--- config.mk ---
export PLATFORM = sky130hd
export DESIGN_NAME = hsps_device_flat
export DESIGN_NICKNAME = d
export VERILOG_FILES = /design/src/logic/hsps_pkg.sv /design/src/logic/hsps_link_if.sv /design/src/logic/hsps_device.sv /design/src/flat_wrapper.sv
export SDC_FILE = /design/constraint.sdc
export NUM_CORES = 1
export LEC_CHECK = 0
export ABC_CLOCK_PERIOD_IN_PS = 5400
export BUFFER_PORTS_ARGS = -buffer_cell sky130_fd_sc_hd__buf_2
export CAP_MARGIN = 20
export CORE_ASPECT_RATIO = 1.5
export CORE_UTILIZATION = 54
export CTS_CLUSTER_SIZE = 24
export DETAILED_ROUTE_END_ITERATION = 7
export PLACE_DENSITY = 0.76
export SLEW_MARGIN = 20
export SYNTH_ARGS = -nofsm -noshare
export SYNTH_HDL_FRONTEND = slang
export SYNTH_SLANG_ARGS = --single-unit
--- constraint.sdc ---
create_clock -name ref_clk_i -period 5.4 [get_ports ref_clk_i]
set_clock_uncertainty 0.2 [all_clocks]
set_input_delay 1.35 -clock ref_clk_i [delete_from_list [all_inputs] [get_ports ref_clk_i]]
set_output_delay 1.35 -clock ref_clk_i [all_outputs]
set_load 0.05 [all_outputs]
--- src/logic/hsps_pkg.sv ---
/*
 * shared constants for both ends of the host serial port link:
 * strap encodings, serial timing counts, uart defaults, host register map.
 * assumes a single 25 MHz clock at each end and a bench that joins the ends.
 */
package hsps_pkg;
  // ***************************************************************
  // clock and timing
  // ***************************************************************
  localparam int CLK_HZ = 25000000;        // ref clock rate
  localparam int CLK_NS = 40;              // ref clock period
  localparam int SCK_CYCLE_NS = 1000;      // least serial clock cycle
  localparam int SCK_HALF_CYC = (SCK_CYCLE_NS / 2 + CLK_NS - 1) / CLK_NS;
  localparam int SS_LEAD_NS = 100;         // select fall to first clock fall
  localparam int SS_LEAD_CYC = (SS_LEAD_NS + CLK_NS - 1) / CLK_NS;
  localparam int UART_BAUD = 9600;         // default baud rate
  localparam logic [15:0] UART_DIV_RST = 16'(CLK_HZ / UART_BAUD);
  localparam int UART_BITS = 10;           // start, 8 data, stop
  // ***************************************************************
  // host interface modes
  // ***************************************************************
  typedef enum logic [1:0] {
    HSPS_MODE_SYNC = 2'h0,
    HSPS_MODE_UART = 2'h1,
    HSPS_MODE_I2C = 2'h2,
    HSPS_MODE_NONE = 2'h3
  } hsps_mode_t;
  localparam int STRAP_W = 4;              // clock_frequency_select, oscillator_enable_strap, sel0, sel1
  localparam int STRAP_CLK = 0;
  localparam int STRAP_OSC = 1;
  localparam int STRAP_SEL0 = 2;
  localparam int STRAP_SEL1 = 3;
  localparam logic [8:0] PIN_IDLE = 9'h0E0;  // sync reset: select, clock, data idle high
  // ***************************************************************
  // host register map (word index)
  // ***************************************************************
  localparam logic [2:0] REG_CTRL = 3'h0;
  localparam logic [2:0] REG_TXDATA = 3'h1;
  localparam logic [2:0] REG_RXDATA = 3'h2;
  localparam logic [2:0] REG_STATUS = 3'h3;
  localparam logic [2:0] REG_INT_STAT = 3'h4;
  localparam logic [2:0] REG_INT_EN = 3'h5;
  localparam logic [2:0] REG_INT_CLR = 3'h6;
  localparam int CTRL_RST_REL = 0;         // 1 releases hardware reset
  localparam int CTRL_CLOCK_FREQUENCY_SELECT = 1;
  localparam int CTRL_OSCILLATOR_ENABLE_STRAP = 2;
  localparam int CTRL_SEL0 = 3;
  localparam int CTRL_SEL1 = 4;
  localparam int CTRL_SS_N = 5;
  localparam int CTRL_STBY = 6;
  localparam logic [6:0] CTRL_RST = 7'h20; // reset held, select high
  localparam int EV_BYTE = 0;              // byte exchange done
  localparam int EV_MSG = 1;               // message ready rose
  localparam int EV_W = 2;
endpackage

--- src/logic/hsps_link_if.sv ---
/*
 * pins between host and device.
 * assumes the data-out pin has a pull-up when nobody drives it.
 */
`timescale 1ns/10ps
interface hsps_link_if;
  logic clock_frequency_select;   // strap
  logic oscillator_enable_strap;  // strap
  logic direct_clock_input;       // held low by host
  logic oscillator_input;         // held low by host
  logic host_if_select_0;         // strap
  logic host_if_select_1;         // strap
  logic hw_reset_n;               // hardware reset, low active
  logic slave_select_n;           // select, low active
  logic sync_serial_clock;        // serial clock from host
  logic sync_serial_data_in;      // host to device, also uart rx
  logic sdo_drive;                // device value for data out
  logic sdo_oe;                   // device drives data out
  logic sync_serial_data_out;     // resolved pin level
  logic message_ready_out;        // device has a message
  logic standby_exit_in;          // host standby exit line
  // pull-up stands in for the released pin
  assign sync_serial_data_out = sdo_oe ? sdo_drive : 1'b1;
  modport dev (
    input clock_frequency_select, oscillator_enable_strap, host_if_select_0,
    input host_if_select_1, hw_reset_n, slave_select_n, sync_serial_clock,
    input sync_serial_data_in, standby_exit_in, direct_clock_input, oscillator_input,
    output sdo_drive, sdo_oe, message_ready_out
  );
  modport host (
    output clock_frequency_select, oscillator_enable_strap, host_if_select_0,
    output host_if_select_1, hw_reset_n, slave_select_n, sync_serial_clock,
    output sync_serial_data_in, standby_exit_in, direct_clock_input, oscillator_input,
    input sync_serial_data_out, message_ready_out
  );
endinterface

--- src/logic/hsps_device.sv ---
/*
 * device end: strap capture, reset sync, synchronous slave, uart, handshakes.
 * assumes link pins are asynchronous and the i2c engine sits outside.
 */
`timescale 1ns/10ps
module hsps_device
  import hsps_pkg::*;
(
  input wire logic ref_clk_i,
  input wire logic rst_i,
  hsps_link_if.dev link,
  input wire logic [7:0] tx_data_i,
  input wire logic tx_valid_i,
  output logic tx_ready_o,
  output logic [7:0] rx_data_o,
  output logic rx_valid_o,
  input wire logic msg_pending_i,
  input wire logic standby_enter_i,
  output logic standby_o,
  input wire logic uart_cfg_wr_i,
  input wire logic [15:0] uart_cfg_div_i,
  output hsps_mode_t mode_o,
  output logic fast_clock_o,
  output logic osc_source_o,
  output logic core_rst_o
);
  // ***************************************************************
  // pin synchronisers
  // ***************************************************************
  localparam int PIN_W = STRAP_W + 5;
  logic [PIN_W-1:0] pin_raw, sync1_reg, sync2_reg;
  assign pin_raw = {link.standby_exit_in, link.sync_serial_data_in,
    link.sync_serial_clock, link.slave_select_n, link.hw_reset_n,
    link.host_if_select_1, link.host_if_select_0,
    link.oscillator_enable_strap, link.clock_frequency_select};
  // two flops per pin; idle reset levels keep edge detectors quiet
  always_ff @(posedge ref_clk_i or posedge rst_i) begin
    if (rst_i) begin
      sync1_reg <= PIN_IDLE;
      sync2_reg <= PIN_IDLE;
    end else begin
      sync1_reg <= pin_raw;
      sync2_reg <= sync1_reg;
    end
  end
  logic [STRAP_W-1:0] strap_s;
  logic rstn_s, ss_n_s, sck_s, sdi_s, stby_s;
  assign strap_s = sync2_reg[STRAP_W-1:0];
  assign rstn_s = sync2_reg[STRAP_W];
  assign ss_n_s = sync2_reg[STRAP_W+1];
  assign sck_s = sync2_reg[STRAP_W+2];
  assign sdi_s = sync2_reg[STRAP_W+3];
  assign stby_s = sync2_reg[STRAP_W+4];
  // ***************************************************************
  // reset and straps
  // ***************************************************************
  // internal reset follows the pin only after two synchroniser stages
  wire core_rst = rst_i | ~rstn_s;
  logic [STRAP_W-1:0] strap_reg;
  // straps follow the pins only while reset is held, then freeze
  always_ff @(posedge ref_clk_i or posedge rst_i) begin
    if (rst_i) begin
      strap_reg <= '0;
    end else if (~rstn_s) begin
      strap_reg <= strap_s;
    end
  end
  function automatic hsps_mode_t decode_mode(input logic [STRAP_W-1:0] s);
    hsps_mode_t m;
    m = HSPS_MODE_NONE;
    case ({s[STRAP_SEL1], s[STRAP_SEL0]})
      2'b00: m = HSPS_MODE_SYNC;
      2'b01: m = s[STRAP_CLK] ? HSPS_MODE_NONE : HSPS_MODE_UART;
      2'b10: m = HSPS_MODE_I2C;
      default: m = HSPS_MODE_NONE;
    endcase
    return m;
  endfunction
  wire hsps_mode_t mode_w = decode_mode(strap_reg);
  wire is_sync = (mode_w == HSPS_MODE_SYNC);
  wire is_uart = (mode_w == HSPS_MODE_UART);
  // ***************************************************************
  // transmit holding byte, shared by both serial modes
  // ***************************************************************
  logic [7:0] hold_reg;
  logic hold_full_reg;
  logic take_byte; // a serial engine consumes the holding byte
  wire hold_load = tx_valid_i & tx_ready_o;
  wire hold_full_next = hold_load | (hold_full_reg & ~take_byte);
  // ***************************************************************
  // synchronous slave
  // ***************************************************************
  logic sck_d_reg, ss_d_reg;
  logic [7:0] sh_tx_reg, sh_rx_reg;
  logic [2:0] bit_reg;
  wire sck_rise = sck_s & ~sck_d_reg;
  wire sck_fall = ~sck_s & sck_d_reg;
  wire ss_fall = ~ss_n_s & ss_d_reg;
  wire sel_act = is_sync & ~ss_n_s;
  wire byte_end = sel_act & sck_rise & (bit_reg == 3'h7);
  wire [7:0] next_tx = hold_full_reg ? hold_reg : 8'hFF; // idle fill
  // ***************************************************************
  // uart engine
  // ***************************************************************
  logic [15:0] div_reg;       // baud divisor, kept until hardware reset
  logic [15:0] tx_cnt_reg, rx_cnt_reg;
  logic [3:0] tx_bits_reg, rx_bits_reg;
  logic [9:0] tx_sh_reg;
  logic [7:0] rx_sh_reg;
  wire tx_tick = (tx_cnt_reg == 16'h0000);
  wire rx_tick = (rx_cnt_reg == 16'h0000);
  wire uart_start = is_uart & (tx_bits_reg == 4'h0) & hold_full_reg;
  wire rx_start = is_uart & (rx_bits_reg == 4'h0) & ~sdi_s;
  wire rx_done = rx_tick & (rx_bits_reg == 4'h1);
  assign take_byte = uart_start | (sel_act & (ss_fall | byte_end));
  // holding register and ready flag
  always_ff @(posedge ref_clk_i or posedge rst_i) begin
    if (rst_i) begin
      hold_reg <= 8'h00;
      hold_full_reg <= 1'b0;
      tx_ready_o <= 1'b0;
    end else if (core_rst) begin
      hold_full_reg <= 1'b0;
      tx_ready_o <= 1'b0;
    end else begin
      if (hold_load) begin
        hold_reg <= tx_data_i;
      end
      hold_full_reg <= hold_full_next;
      tx_ready_o <= ~hold_full_next;
    end
  end
  // synchronous slave shift logic, output enabled outside reset only: under select in sync mode, always in uart mode
  always_ff @(posedge ref_clk_i or posedge rst_i) begin
    if (rst_i) begin
      sck_d_reg <= 1'b1;
      ss_d_reg <= 1'b1;
      sh_tx_reg <= 8'hFF;
      sh_rx_reg <= 8'h00;
      bit_reg <= 3'h0;
      link.sdo_drive <= 1'b1;
      link.sdo_oe <= 1'b0;
    end else begin
      sck_d_reg <= sck_s;
      ss_d_reg <= ss_n_s;
      link.sdo_oe <= (is_sync & ~ss_n_s & ~core_rst) | (is_uart & ~core_rst);
      if (is_uart) begin
        link.sdo_drive <= tx_sh_reg[0]; // uart line shares the pin
      end else if (~sel_act) begin
        bit_reg <= 3'h0; // select high restarts the byte
      end else if (ss_fall) begin
        sh_tx_reg <= next_tx;
        link.sdo_drive <= next_tx[7];
      end else if (sck_rise) begin
        sh_rx_reg <= {sh_rx_reg[6:0], sdi_s};
        bit_reg <= bit_reg + 3'h1;
        if (bit_reg == 3'h7) begin
          sh_tx_reg <= next_tx;
        end
      end else if (sck_fall) begin
        if (bit_reg != 3'h0) begin
          sh_tx_reg <= {sh_tx_reg[6:0], 1'b1};
          link.sdo_drive <= sh_tx_reg[6];
        end else begin
          link.sdo_drive <= sh_tx_reg[7];
        end
      end
    end
  end
  // uart divisor: default framing on any reset, config kept otherwise
  always_ff @(posedge ref_clk_i or posedge rst_i) begin
    if (rst_i) begin
      div_reg <= UART_DIV_RST;
    end else if (core_rst) begin
      div_reg <= UART_DIV_RST;
    end else if (uart_cfg_wr_i) begin
      div_reg <= uart_cfg_div_i;
    end
  end
  // uart transmitter: start bit, 8 data lsb first, one stop, no parity
  always_ff @(posedge ref_clk_i or posedge rst_i) begin
    if (rst_i) begin
      tx_cnt_reg <= 16'h0000;
      tx_bits_reg <= 4'h0;
      tx_sh_reg <= 10'h3FF;
    end else if (core_rst) begin
      tx_bits_reg <= 4'h0;
      tx_sh_reg <= 10'h3FF;
    end else if (uart_start) begin
      tx_sh_reg <= {1'b1, hold_reg, 1'b0};
      tx_bits_reg <= 4'(UART_BITS);
      tx_cnt_reg <= div_reg - 16'h0001;
    end else if (tx_bits_reg != 4'h0) begin
      tx_cnt_reg <= tx_tick ? div_reg - 16'h0001 : tx_cnt_reg - 16'h0001;
      if (tx_tick) begin
        tx_sh_reg <= {1'b1, tx_sh_reg[9:1]};
        tx_bits_reg <= tx_bits_reg - 4'h1;
      end
    end
  end
  // uart receiver: sample at bit centres, frame ends at stop bit
  always_ff @(posedge ref_clk_i or posedge rst_i) begin
    if (rst_i) begin
      rx_cnt_reg <= 16'h0000;
      rx_bits_reg <= 4'h0;
      rx_sh_reg <= 8'h00;
    end else if (core_rst) begin
      rx_bits_reg <= 4'h0;
    end else if (rx_start) begin
      rx_cnt_reg <= {1'b0, div_reg[15:1]};
      rx_bits_reg <= 4'(UART_BITS);
    end else if (rx_bits_reg != 4'h0) begin
      rx_cnt_reg <= rx_tick ? div_reg - 16'h0001 : rx_cnt_reg - 16'h0001;
      if (rx_tick) begin
        rx_bits_reg <= rx_bits_reg - 4'h1;
        if (rx_bits_reg != 4'h1 && rx_bits_reg != 4'(UART_BITS)) begin
          rx_sh_reg <= {sdi_s, rx_sh_reg[7:1]};
        end
      end
    end
  end
  // ***************************************************************
  // user side outputs and handshakes
  // ***************************************************************
  logic stby_d_reg;
  always_ff @(posedge ref_clk_i or posedge rst_i) begin
    if (rst_i) begin
      rx_data_o <= 8'h00;
      rx_valid_o <= 1'b0;
      link.message_ready_out <= 1'b0;
      standby_o <= 1'b0;
      stby_d_reg <= 1'b0;
      mode_o <= HSPS_MODE_NONE;
      fast_clock_o <= 1'b0;
      osc_source_o <= 1'b0;
      core_rst_o <= 1'b1;
    end else begin
      stby_d_reg <= stby_s;
      core_rst_o <= core_rst;
      mode_o <= mode_w;
      fast_clock_o <= strap_reg[STRAP_CLK];
      osc_source_o <= strap_reg[STRAP_OSC];
      rx_valid_o <= ~core_rst & (byte_end | (rx_done & sdi_s));
      if (byte_end) begin
        rx_data_o <= {sh_rx_reg[6:0], sdi_s};
      end else if (rx_done) begin
        rx_data_o <= rx_sh_reg;
      end
      link.message_ready_out <= ~core_rst & msg_pending_i;
      if (core_rst) begin
        standby_o <= 1'b0;
      end else if (~stby_s & stby_d_reg) begin
        standby_o <= 1'b0;
      end else if (standby_enter_i) begin
        standby_o <= 1'b1;
      end
    end
  end
endmodule // hsps_device

--- src/flat_wrapper.sv ---
// flat-port wrapper written by rule: the top's interface ports become plain ports
module hsps_device_flat import hsps_pkg::*;
  (ref_clk_i, rst_i, tx_data_i, tx_valid_i, tx_ready_o, rx_data_o, rx_valid_o, msg_pending_i, standby_enter_i, standby_o, uart_cfg_wr_i, uart_cfg_div_i, mode_o, fast_clock_o, osc_source_o, core_rst_o, link_clock_frequency_select, link_oscillator_enable_strap, link_host_if_select_0, link_host_if_select_1, link_hw_reset_n, link_slave_select_n, link_sync_serial_clock, link_sync_serial_data_in, link_standby_exit_in, link_direct_clock_input, link_oscillator_input, link_sdo_drive, link_sdo_oe, link_message_ready_out);
  hsps_link_if link_i ();
  input wire logic ref_clk_i;
  input wire logic rst_i;
  input wire logic [7:0] tx_data_i;
  input wire logic tx_valid_i;
  output logic tx_ready_o;
  output logic [7:0] rx_data_o;
  output logic rx_valid_o;
  input wire logic msg_pending_i;
  input wire logic standby_enter_i;
  output logic standby_o;
  input wire logic uart_cfg_wr_i;
  input wire logic [15:0] uart_cfg_div_i;
  output hsps_mode_t mode_o;
  output logic fast_clock_o;
  output logic osc_source_o;
  output logic core_rst_o;
  input wire logic [$bits(link_i.clock_frequency_select)-1:0] link_clock_frequency_select;
  input wire logic [$bits(link_i.oscillator_enable_strap)-1:0] link_oscillator_enable_strap;
  input wire logic [$bits(link_i.host_if_select_0)-1:0] link_host_if_select_0;
  input wire logic [$bits(link_i.host_if_select_1)-1:0] link_host_if_select_1;
  input wire logic [$bits(link_i.hw_reset_n)-1:0] link_hw_reset_n;
  input wire logic [$bits(link_i.slave_select_n)-1:0] link_slave_select_n;
  input wire logic [$bits(link_i.sync_serial_clock)-1:0] link_sync_serial_clock;
  input wire logic [$bits(link_i.sync_serial_data_in)-1:0] link_sync_serial_data_in;
  input wire logic [$bits(link_i.standby_exit_in)-1:0] link_standby_exit_in;
  input wire logic [$bits(link_i.direct_clock_input)-1:0] link_direct_clock_input;
  input wire logic [$bits(link_i.oscillator_input)-1:0] link_oscillator_input;
  output wire logic [$bits(link_i.sdo_drive)-1:0] link_sdo_drive;
  output wire logic [$bits(link_i.sdo_oe)-1:0] link_sdo_oe;
  output wire logic [$bits(link_i.message_ready_out)-1:0] link_message_ready_out;
  assign link_i.clock_frequency_select = link_clock_frequency_select;
  assign link_i.oscillator_enable_strap = link_oscillator_enable_strap;
  assign link_i.host_if_select_0 = link_host_if_select_0;
  assign link_i.host_if_select_1 = link_host_if_select_1;
  assign link_i.hw_reset_n = link_hw_reset_n;
  assign link_i.slave_select_n = link_slave_select_n;
  assign link_i.sync_serial_clock = link_sync_serial_clock;
  assign link_i.sync_serial_data_in = link_sync_serial_data_in;
  assign link_i.standby_exit_in = link_standby_exit_in;
  assign link_i.direct_clock_input = link_direct_clock_input;
  assign link_i.oscillator_input = link_oscillator_input;
  assign link_sdo_drive = link_i.sdo_drive;
  assign link_sdo_oe = link_i.sdo_oe;
  assign link_message_ready_out = link_i.message_ready_out;
  hsps_device u_core (.ref_clk_i(ref_clk_i), .rst_i(rst_i), .link(link_i), .tx_data_i(tx_data_i), .tx_valid_i(tx_valid_i), .tx_ready_o(tx_ready_o), .rx_data_o(rx_data_o), .rx_valid_o(rx_valid_o), .msg_pending_i(msg_pending_i), .standby_enter_i(standby_enter_i), .standby_o(standby_o), .uart_cfg_wr_i(uart_cfg_wr_i), .uart_cfg_div_i(uart_cfg_div_i), .mode_o(mode_o), .fast_clock_o(fast_clock_o), .osc_source_o(osc_source_o), .core_rst_o(core_rst_o));
endmodule
==> results of run 1 <==
per-layer routing:
metal	vias to the layer above	routed length, um	part of all wire (%)	GRT usage, %
met5	-	0	0	0
li1	2626	-	-	-
met1	2804	6810	38	31.4
met4	0	689	3.9	15.4
met2	220	9390	53	44.9
met3	56	886	5.0	4.71
worst reg2reg max path: stages, from the launching register on:
cell     delay (ps)
dfrtp_1         470
nor4_4          660
nand4_1         800
nor3_4          610
mux2_2          400
cells in the final DEF, fill, tap and decap left out, types with 7 or more instances in the layout:
master,netlist,routed
dfrtp_1,110,110
nand2_1,64,64
nor2_1,57,57
buf_2,12,57
mux2i_1,47,47
dfstp_2,34,34
a21oi_1,29,29
mux2_2,28,28
inv_1,29,28
o21ai_0,27,27
nor3_1,21,21
clkbuf_16,0,17
ha_1,12,12
nand3_1,11,11
xnor2_1,11,11
a31oi_1,9,8
o211ai_1,8,8
xor2_1,8,8
nor4_1,7,7
nand4_1,7,7
how the worst max path moves through the flow:
stage,end,from,slack [ps]
2_1_floorplan,u_core.bit_reg[0],rst_i,40
3_3_place_gp,u_core.rx_cnt_reg[0],rst_i,1620
3_5_place_dp,u_core.rx_cnt_reg[6],rst_i,1530
4_1_cts,u_core.rx_sh_reg[1],u_core.rx_cnt_reg[2],1790
5_1_grt,u_core.rx_cnt_reg[6],rst_i,1770
6_report,u_core.rx_cnt_reg[6],rst_i,1920
logic make-up after synthesis:
logic type	Yosys count	share of synthesized area, %
and+or+nand+nor	238	18.7
DFF	144	49.3
AOI/OAI and AO/OA	140	13.1
muxes	76	10.8
buffers and inverters	64	3.92
xor gates and xnor gates	19	2.25
adders and majority gates	12	2.03
cells in the mapped netlist, types with 5 or more instances:
cell      instances
nand2_1          64
mux2i_1          47
a22o_1            5
a22oi_1           6
a21oi_1          29
a221o_1           6
dfrtp_1         110
mux2_2           28
a31oi_1           9
a211oi_1          6
xnor2_1          11
nand4b_1          5
o21ai_1           6
nor3_1           21
or4_1             6
inv_1            29
nor2_1           57
xor2_1            8
nand4_1           7
o21ai_0          27
nor3b_1           5
dfstp_2          34
ha_1             12
nor4_1            7
buf_2            12
o211ai_1          8
clkbuf_1         14
nand3_1          11
report_power, final:
group,switching [W],internal [W]
Sequential,0.000130,0.00121
Combinational,0.000271,0.000204
Clock,0.000485,0.000689
Total,0.000886,0.00211
metrics by stage:
step	setup slack [ps]	hold slack (ps)	power, W
final	1920	153	0.00299
after global routing	1770	157	0.00311
after CTS	1790	152	0.00299
after detailed placement	1530	137	0.00181
after global placement	1620	132	0.00179
after floorplan	40.0	131	0.00168
final cells by class:
class                      count  area (sq um)
fill                        1062          5050
sequential                   144          3650
multi-input combinational    485          3490
clock buffer                  19           433
timing repair buffer          62           323
tap                          162           203
clock inverter                13           153
inverter                      29           114
==> flow_summary_export.csv, run 1 <==
group,metric,value,unit
setup_path,critical_path_arrival,3560,ps
logic_synthesis,synth_edf_count,0,
setup_path,cp-end-kind,"flop",
grt,grt_start_max_net_pins,72,
logic_synthesis,ys_seq_area_share,49.3,%
finish,final_cells,914,
worst_hold_path,hold_start,"u_core.sync1_reg[2]",
setup_path,critPathBufInv,3,
clock_tree,cts_buffers,17,
setup_path,required,5480,ps
logic_synthesis,synth_top_cell_by_area,"dfrtp_1",
placed_design,portBuffers,57,
setup_path,slowest_delay,590,ps
logic_synthesis,postSynthCellCount,693,
routing,wl,17800,um
routing,vias,5706,
placed_design,dpl_cell_area,0.00774,sq mm
setup_path,cp_top_family,"simple AND/OR/NAND/NOR gates",
clock_tree,cts_max_path_buffers,2,
timing,slew_headroom,46.6,%
setup_path,regToRegEndpoint,"u_core.rx_sh_reg[1]",
flow_run,drv_cap,0,
placed_design,place_hpwl,12200,um
setup_path,cpMostUsedCell,"nor2_1",
grt,overflow,0,
timing,worst_slew_pin_slew,799,ps
die,io_pins,60,
worst_hold_path,hold_end,"u_core.sync2_reg[2]",
setup_path,r2r_slack,2140,ps
grt,antenna_found_initial,0,
finish,antenna_cells,0,
timing,setup_viol,0,
clock_tree,worstSkewPairLatency,430,ps
routing,drc,0,
placed_design,dp_cells,881,
die,coreArea,0.0134,sq mm
timing,fin_tns_setup,0,ps
finish,drive_above_1_share,24.7,%
die,start_util,55.2,%
clock_tree,cts_sinks,144,
power_and_ir_drop,power_density,358,mW/mm^2
clock_tree,cts_setup_buffers,0,
logic_synthesis,synth_area_leaders,"dfrtp_1 (37%), dfstp_2 (12%), mux2i_1 (6.4%)",
routing,wl_per_cell,19.4,um
clock_tree,cts.clk_slew.worst_paths,60,ps
setup_path,path_class,"in -> reg",
die,die-height,145,um
timing,period_needed,3480,ps
logic_synthesis,syn-num-nets,746,
logic_synthesis,avgSynthCellArea,10.7,sq um
timing,post-route-period-util,64.5,%
die,chipWidth,97.6,um
setup_path,reg2regPathDepth,4,
finish,nNetsFinal,792,
setup_path,worst-path-stages,8,
logic_synthesis,synth_top_area_share,37.2,%
setup_path,cp_max_fo,12,
routing,post_drt_via_cell_ratio,6.24,
clock_tree,cts.root.buffer_cell,"clkbuf_16",
die,dieArea,0.0142,sq mm
setup_path,slowest_stage,"nor2b_1",
routing,drt-initial-drc-count,302,
logic_synthesis,yosysWarnings,0,
clock_tree,cts-hold-fix-buffers,0,
finish,syn_to_final_growth,12.9,%
power_and_ir_drop,leakage,3.66,nW
logic_synthesis,synth_flop_cell,"dfrtp_1",
outcome,status,"finished clean",
setup_path,worstPathCellList,"buf_2 > nor2b_1 > buf_4 > inv_1 > nor2_1 > nor2_1 > a22oi_1 > o21ai_0",
clock_tree,cts_max_level,4,
timing,hold_viol_final,0,
finish,finish.utilization,62.4,%
power_and_ir_drop,ir_worst_vdd,0.222,mV
worst_hold_path,hp-class,"reg -> reg",
routing,ant_nets,0,
grt,grt_pass1_wl,29500,um
routing,dr.pass1.iters,5,
setup_path,startpoint_type,"primary input",
timing,grt_setup_unrepaired,"false",
grt,grtUsageTotal,26.5,%
finish,fin_area,0.00836,sq mm
logic_synthesis,synth_seq_cells,144,
worst_hold_path,hold_depth,0,
placed_design,gp_congestion,0.923,
timing,timing.fmax,287,MHz
die,num_rows,52,
clock_tree,cts_tree,"built",
setup_path,r2r-start,"u_core.rx_cnt_reg[2]",
clock_tree,cts_resized,0,
timing,drv_slew,0,
logic_synthesis,ys_types,82,
logic_synthesis,syn_area,0.00740,sq mm
logic_synthesis,async_flop_share,100,%
grt,grt_pass1_vias,5779,
Power figures use the tool's default switching activity.
==> run 2, diff against run 1 <==
Settings changed: ABC_AREA set to 1, ABC_CLOCK_PERIOD_IN_PS 5400 to 3500, CORE_UTILIZATION 54 to 58, PLACE_DENSITY 0.76 to 0.78.
Clock period 5.4 ns to 3.5 ns, I/O delays scaled along.
==> run 2 against run 1 <==
Compared with the run above:
- global-route usage increased by 2.3 points
- count of clock-buffer cells in the layout decreased by 2
- hold slack got worse by 4.7 ps
- highest routed layer unchanged
- core utilization increased by 5.5 points
- flip-flop and latch count unchanged
- register-to-register slack got worse by 1100 ps
- power increased by 77%
- combinational power increased to 2.8 times the previous value
- critical endpoint is now u_core.sh_tx_reg[6]
- critical path depth decreased by 1
- first-iteration DRC count increased by 15%
- synthesized cell count increased by 39%
==> flow_summary_export.csv, run 2 <==
group,metric,value,unit
outcome,status,"finished clean",
logic_synthesis,synth_flop_cell,"dfrtp_1",
clock_tree,cts_resized,0,
finish,final_cell_mix,"nand2_1 (234), nor2_1 (133), dfrtp_1 (110)",
clock_tree,cts_tree,"built",
setup_path,critical_path_arrival,2650,ps
clock_tree,cts_setup_buffers,0,
clock_tree,cts_max_level,4,
setup_path,critPathBufInv,0,
setup_path,r2r_slack,1000,ps
grt,overflow,0,
logic_synthesis,syn-num-nets,1015,
setup_path,startpoint_type,"flop",
finish,finish.utilization,67.8,%
finish,drive_above_1_share,16.4,%
timing,hold_viol_final,0,
setup_path,worstPathCellList,"nor2_1 > nand2_1 > nor2_1 > nand2_1 > a21oi_2 > o221ai_1 > o21ai_0",
power_and_ir_drop,ir_worst_vdd,0.303,mV
setup_path,r2r-start,"u_core.strap_reg[3]",
grt,grtUsageTotal,28.8,%
logic_synthesis,yosys-top-cells-count,"nand2_1 (234), nor2_1 (133), dfrtp_1 (110), inv_1 (110), nand3_1 (92)",
setup_path,cp-end-kind,"flop",
finish,antenna_cells,0,
die,chipWidth,95.2,um
timing,slew_headroom,43.9,%
setup_path,slowest_delay,560,ps
logic_synthesis,yosysWarnings,0,
routing,vias,6499,
timing,worst_slew_pin_slew,840,ps
clock_tree,cts.root.buffer_cell,"clkbuf_16",
die,num_rows,50,
power_and_ir_drop,finalPower,0.00529,W
timing,post-route-period-util,71.5,%
timing,timing.fmax,399,MHz
logic_synthesis,syn_area,0.00756,sq mm
power_and_ir_drop,power_density,620,mW/mm^2
logic_synthesis,avgSynthCellArea,7.86,sq um
logic_synthesis,synth_edf_count,0,
grt,grt_pass1_wl,29700,um
setup_path,regToRegEndpoint,"u_core.sh_tx_reg[6]",
setup_path,cp_top_family,"compound AO/OA/AOI/OAI gates",
worst_hold_path,hp-class,"reg -> reg",
setup_path,worst-path-stages,7,
placed_design,dpl_cell_area,0.00798,sq mm
flow_run,drv_cap,0,
die,start_util,60.1,%
routing,post_drt_via_cell_ratio,5.46,
setup_path,reg2regPathDepth,7,
placed_design,gp_congestion,1.00,
grt,antenna_found_initial,0,
clock_tree,cts.clk_slew.worst_paths,60,ps
logic_synthesis,ys_types,45,
logic_synthesis,synth.most_common_cell,"nand2_1",
routing,drc,0,
routing,wl_per_cell,15.0,um
setup_path,cp-endpoint,"u_core.sh_tx_reg[6]",
die,dieArea,0.0135,sq mm
logic_synthesis,ys_seq_area_share,48.2,%
die,io_pins,60,
timing,drv_slew,0,
clock_tree,cts_max_path_buffers,2,
routing,ant_nets,0,
routing,wl,17800,um
logic_synthesis,async_flop_share,100,%
setup_path,cp_max_fo,16,
logic_synthesis,synth_top_area_share,36.4,%
clock_tree,cts_sinks,144,
die,coreArea,0.0126,sq mm
placed_design,portBuffers,57,
logic_synthesis,postSynthCellCount,962,
grt,grt_pass1_vias,6367,
logic_synthesis,synth_area_leaders,"dfrtp_1 (36%), dfstp_2 (12%), nand2_1 (12%)",
finish,syn_to_final_growth,12.9,%
setup_path,path_class,"reg -> reg",
die,die-height,142,um
finish,nNetsFinal,1075,
timing,fin_tns_setup,0,ps
logic_synthesis,synth_seq_cells,144,
clock_tree,cts-hold-fix-buffers,0,
clock_tree,worstSkewPairLatency,430,ps
placed_design,place_hpwl,12800,um
setup_path,slowest_stage,"a21oi_2",
logic_synthesis,synth_top_cell_by_area,"dfrtp_1",
timing,grt_setup_unrepaired,"false",
setup_path,required,3640,ps
clock_tree,cts_buffers,17,
routing,drt-initial-drc-count,346,
finish,final_common_cell,"nand2_1",
power_and_ir_drop,leakage,4.29,nW
grt,grt_start_max_net_pins,36,
finish,fin_area,0.00853,sq mm
timing,setup_viol,0,
timing,period_needed,2500,ps
routing,dr.pass1.iters,5,
setup_path,cp-startpoint,"u_core.strap_reg[3]",
[run 2: cell count changes after synthesis, moves of 7 or more]
cell,delta
buf_2,-7
mux2_2,-23
inv_1,+81
nor2_1,+76
a31oi_1,-8
o21ai_0,+47
nor4_1,-7
a21oi_1,+15
mux2i_1,-47
nand2_1,+170
xnor2_1,-11
nand3_1,+81
nor3_1,-16
[run 2: area by class of cell]
type / instances / area [sq um]
Clock buffer: 17 / 425
Clock inverter: 15 / 125
Inverter: 118 / 457
Timing Repair Buffer: 63 / 368
Tap cell: 156 / 195
Sequential cell: 144 / 3650
Multi-Input combinational cell: 678 / 3310
Fill cell: 1108 / 4040
[run 2: worst min-delay path by stage]
| stage | start | endpoint | slack, ps | cells after the start |
|---|---|---|---|---|
| after global routing | u_core.sync1_reg[5] | u_core.sync2_reg[5] | 150 | 0 |
| after floorplan | u_core.sync1_reg[0] | u_core.sync2_reg[0] | 130 | 0 |
| final | u_core.sync1_reg[1] | u_core.sync2_reg[1] | 150 | 0 |
| after CTS | u_core.sync1_reg[1] | u_core.sync2_reg[1] | 150 | 0 |
| after detailed placement | u_core.sync1_reg[1] | u_core.sync2_reg[1] | 130 | 0 |
| after global placement | u_core.sync1_reg[2] | u_core.sync2_reg[2] | 130 | 0 |
[run 2: cell families after synthesis]
kind of cell | count (synthesis) | share of synthesized area [%]
buffers and inverters | 140 | 7.91
DFF | 144 | 48.2
adders and majority gates | 12 | 1.99
and+or+nand+nor | 497 | 28.7
xor gates and xnor gates | 9 | 1.04
muxes | 5 | 0.745
AOI/OAI and AO/OA | 155 | 11.4
[run 2: layer usage]
metal  GRT usage (%)  vias up  part of all wire (%)
met5               0        -                     0
met4            14.9        0                   4.9
met3            5.89       69                   4.8
met2            49.9      217                    51
met1            32.7     2993                    39
li1                -     3220                     -
[run 2: report_power, final]
part           total [W]  internal, W  switching, W
combinational    0.00133     0.000463      0.000872
sequential       0.00226      0.00199      0.000266
clock            0.00169     0.000928      0.000767
[run 2: metrics by stage]
stage	cells	hold slack, ps	setup slack (ps)
after detailed placement	1159	135	666
after global placement	1159	131	722
after global routing	1191	154	748
after CTS	1191	148	1010
final	1191	149	996
after floorplan	962	131	648
==> run 3, diff against run 2 <==
Settings changed: ABC_CLOCK_PERIOD_IN_PS 3500 to 2300, CORE_UTILIZATION 58 to 55, PLACE_DENSITY 0.78 to 0.77.
Clock period 3.5 ns to 2.3 ns, I/O delays scaled along.
==> run 3 against run 2 <==
Compared with the run above:
- the run now ends with design-rule violations left
- global-route usage decreased by 2.2 points
- cell count rose by 2.4%
- wire length is 1.1% lower
- non-clock buffer count increased by 22
- clock power up 69%
- die area up 5.4%
- via count grew 1.8%
==> flow_summary_export.csv, run 3 (same netlist as run 2, synthesis figures left out) <==
group,metric,value,unit
outcome,status,"complete, but fails checks",
outcome,violations,"design-rule violations",
clock_tree,cts-hold-fix-buffers,0,
die,num_rows,52,
power_and_ir_drop,leakage,4.42,nW
power_and_ir_drop,power.share.clock,34.3,%
routing,dr.pass1.iters,8,
timing,worst_slew_pin_slew,546,ps
setup_path,startpoint_type,"flop",
timing,post-route-period-util,92.6,%
grt,grt_pass1_vias,6461,
power_and_ir_drop,finalPower,0.00832,W
setup_path,cp_max_fo,16,
clock_tree,cts.root.buffer_cell,"clkbuf_16",
routing,drc,10,
clock_tree,worstSkewPairLatency,420,ps
timing,hold_viol_final,0,
finish,final_common_cell,"nand2_1",
timing,slew_headroom,63.5,%
routing,vias,6617,
grt,grt_start_max_net_pins,38,
setup_path,cp-end-kind,"flop",
clock_tree,cts.clk_slew.worst_paths,70,ps
die,coreArea,0.0135,sq mm
setup_path,reg2regPathDepth,9,
clock_tree,cts_max_level,4,
timing,drv_slew,0,
timing,hold_ws,33.0,ps
routing,wl_per_cell,14.5,um
finish,nNetsFinal,1097,
setup_path,required,2430,ps
clock_tree,cts_buffers,17,
finish,syn_to_final_growth,16.3,%
timing,setup_viol,0,
finish,antenna_cells,0,
finish,finish.utilization,65.2,%
worst_hold_path,hp-class,"in -> async",
clock_tree,cts_resized,0,
placed_design,gp_congestion,0.985,
grt,grtUsageTotal,26.6,%
timing,fin_tns_setup,0,ps
die,die-height,146,um
routing,drt-initial-drc-count,350,
power_and_ir_drop,swShare,34.1,%
power_and_ir_drop,seq_power_share,41.1,%
routing,wl,17600,um
clock_tree,cts_sinks,144,
finish,drive_above_1_share,18.2,%
setup_path,r2r-start,"u_core.tx_cnt_reg[6]",
flow_run,drv_cap,0,
power_and_ir_drop,power_density,947,mW/mm^2
placed_design,dpl_cell_area,0.00817,sq mm
setup_path,regToRegEndpoint,"u_core.tx_bits_reg[3]",
timing,period_needed,2130,ps
grt,antenna_found_initial,0,
timing,timing.fmax,470,MHz
power_and_ir_drop,p_sw,0.00284,W
placed_design,portBuffers,57,
grt,grt_pass1_wl,29900,um
routing,post_drt_via_cell_ratio,5.43,
timing,grt_setup_unrepaired,"false",
grt,overflow,0,
setup_path,critical_path_arrival,2260,ps
finish,fin_area,0.00879,sq mm
power_and_ir_drop,intPower,0.00548,W
clock_tree,cts_tree,"built",
setup_path,path_class,"reg -> reg",
clock_tree,cts_max_path_buffers,2,
die,dieArea,0.0142,sq mm
power_and_ir_drop,ir_worst_vdd,0.498,mV
finish,final_cell_mix,"nand2_1 (234), nor2_1 (133), dfrtp_1 (110)",
clock_tree,cts_setup_buffers,0,
die,chipWidth,97.7,um
die,io_pins,60,
setup_path,r2r_slack,170,ps
routing,ant_nets,0,
die,start_util,56.1,%
power_and_ir_drop,combPwrFrac,24.6,%
placed_design,place_hpwl,13100,um
[run 3: metrics by stage]
stage / std cells / worst slack, ps
global placement: 1187 / 170
floorplan: 962 / -252
detailed placement: 1187 / 81.9
global route: 1219 / 3.43
CTS: 1219 / 60.4
finish: 1219 / 171
[run 3: worst max-delay path: stages, from the launching register on]
cell     delay [ps]
dfrtp_1         400
nor2_1          250
nand2_1         160
nor2_1          120
nand2_1         150
nand2_4         230
inv_4           140
nor2_8          180
o21ai_0         110
o21ai_0          90
[run 3: layout make-up]
class                           instances  area (sq um)
Tap cell                              162           203
Multi-Input combinational cell        678          3320
Timing Repair Buffer                   85           546
Clock inverter                         14           180
Sequential cell                       144          3650
Clock buffer                           18           429
Fill cell                            1160          4680
Inverter                              118           459
[run 3: worst max path at each step]
stage	from	end
after global placement	u_core.tx_bits_reg[0]	u_core.tx_bits_reg[3]
final	u_core.tx_cnt_reg[6]	u_core.tx_bits_reg[3]
after global routing	u_core.rx_cnt_reg[0]	u_core.rx_sh_reg[0]
after floorplan	rst_i	u_core.bit_reg[0]
after CTS	u_core.tx_bits_reg[0]	u_core.tx_bits_reg[3]
after detailed placement	u_core.tx_bits_reg[0]	u_core.tx_bits_reg[3]
[run 3: layer usage]
layer	global-route usage [%]	part of all wire [%]
met5	0	0
met2	46.1	52
met1	30.3	40
met4	17.2	4.4
met3	4.23	3.5
[run 3: power by group through the flow]
stage	clock network (W)	logic (W)	registers, W
detailed placement	0	0.00202	0.00344
CTS	0.00289	0.00204	0.00341
floorplan	0	0.00153	0.00340
global placement	0	0.00196	0.00343
global route	0.00301	0.00232	0.00348
finish	0.00286	0.00205	0.00342
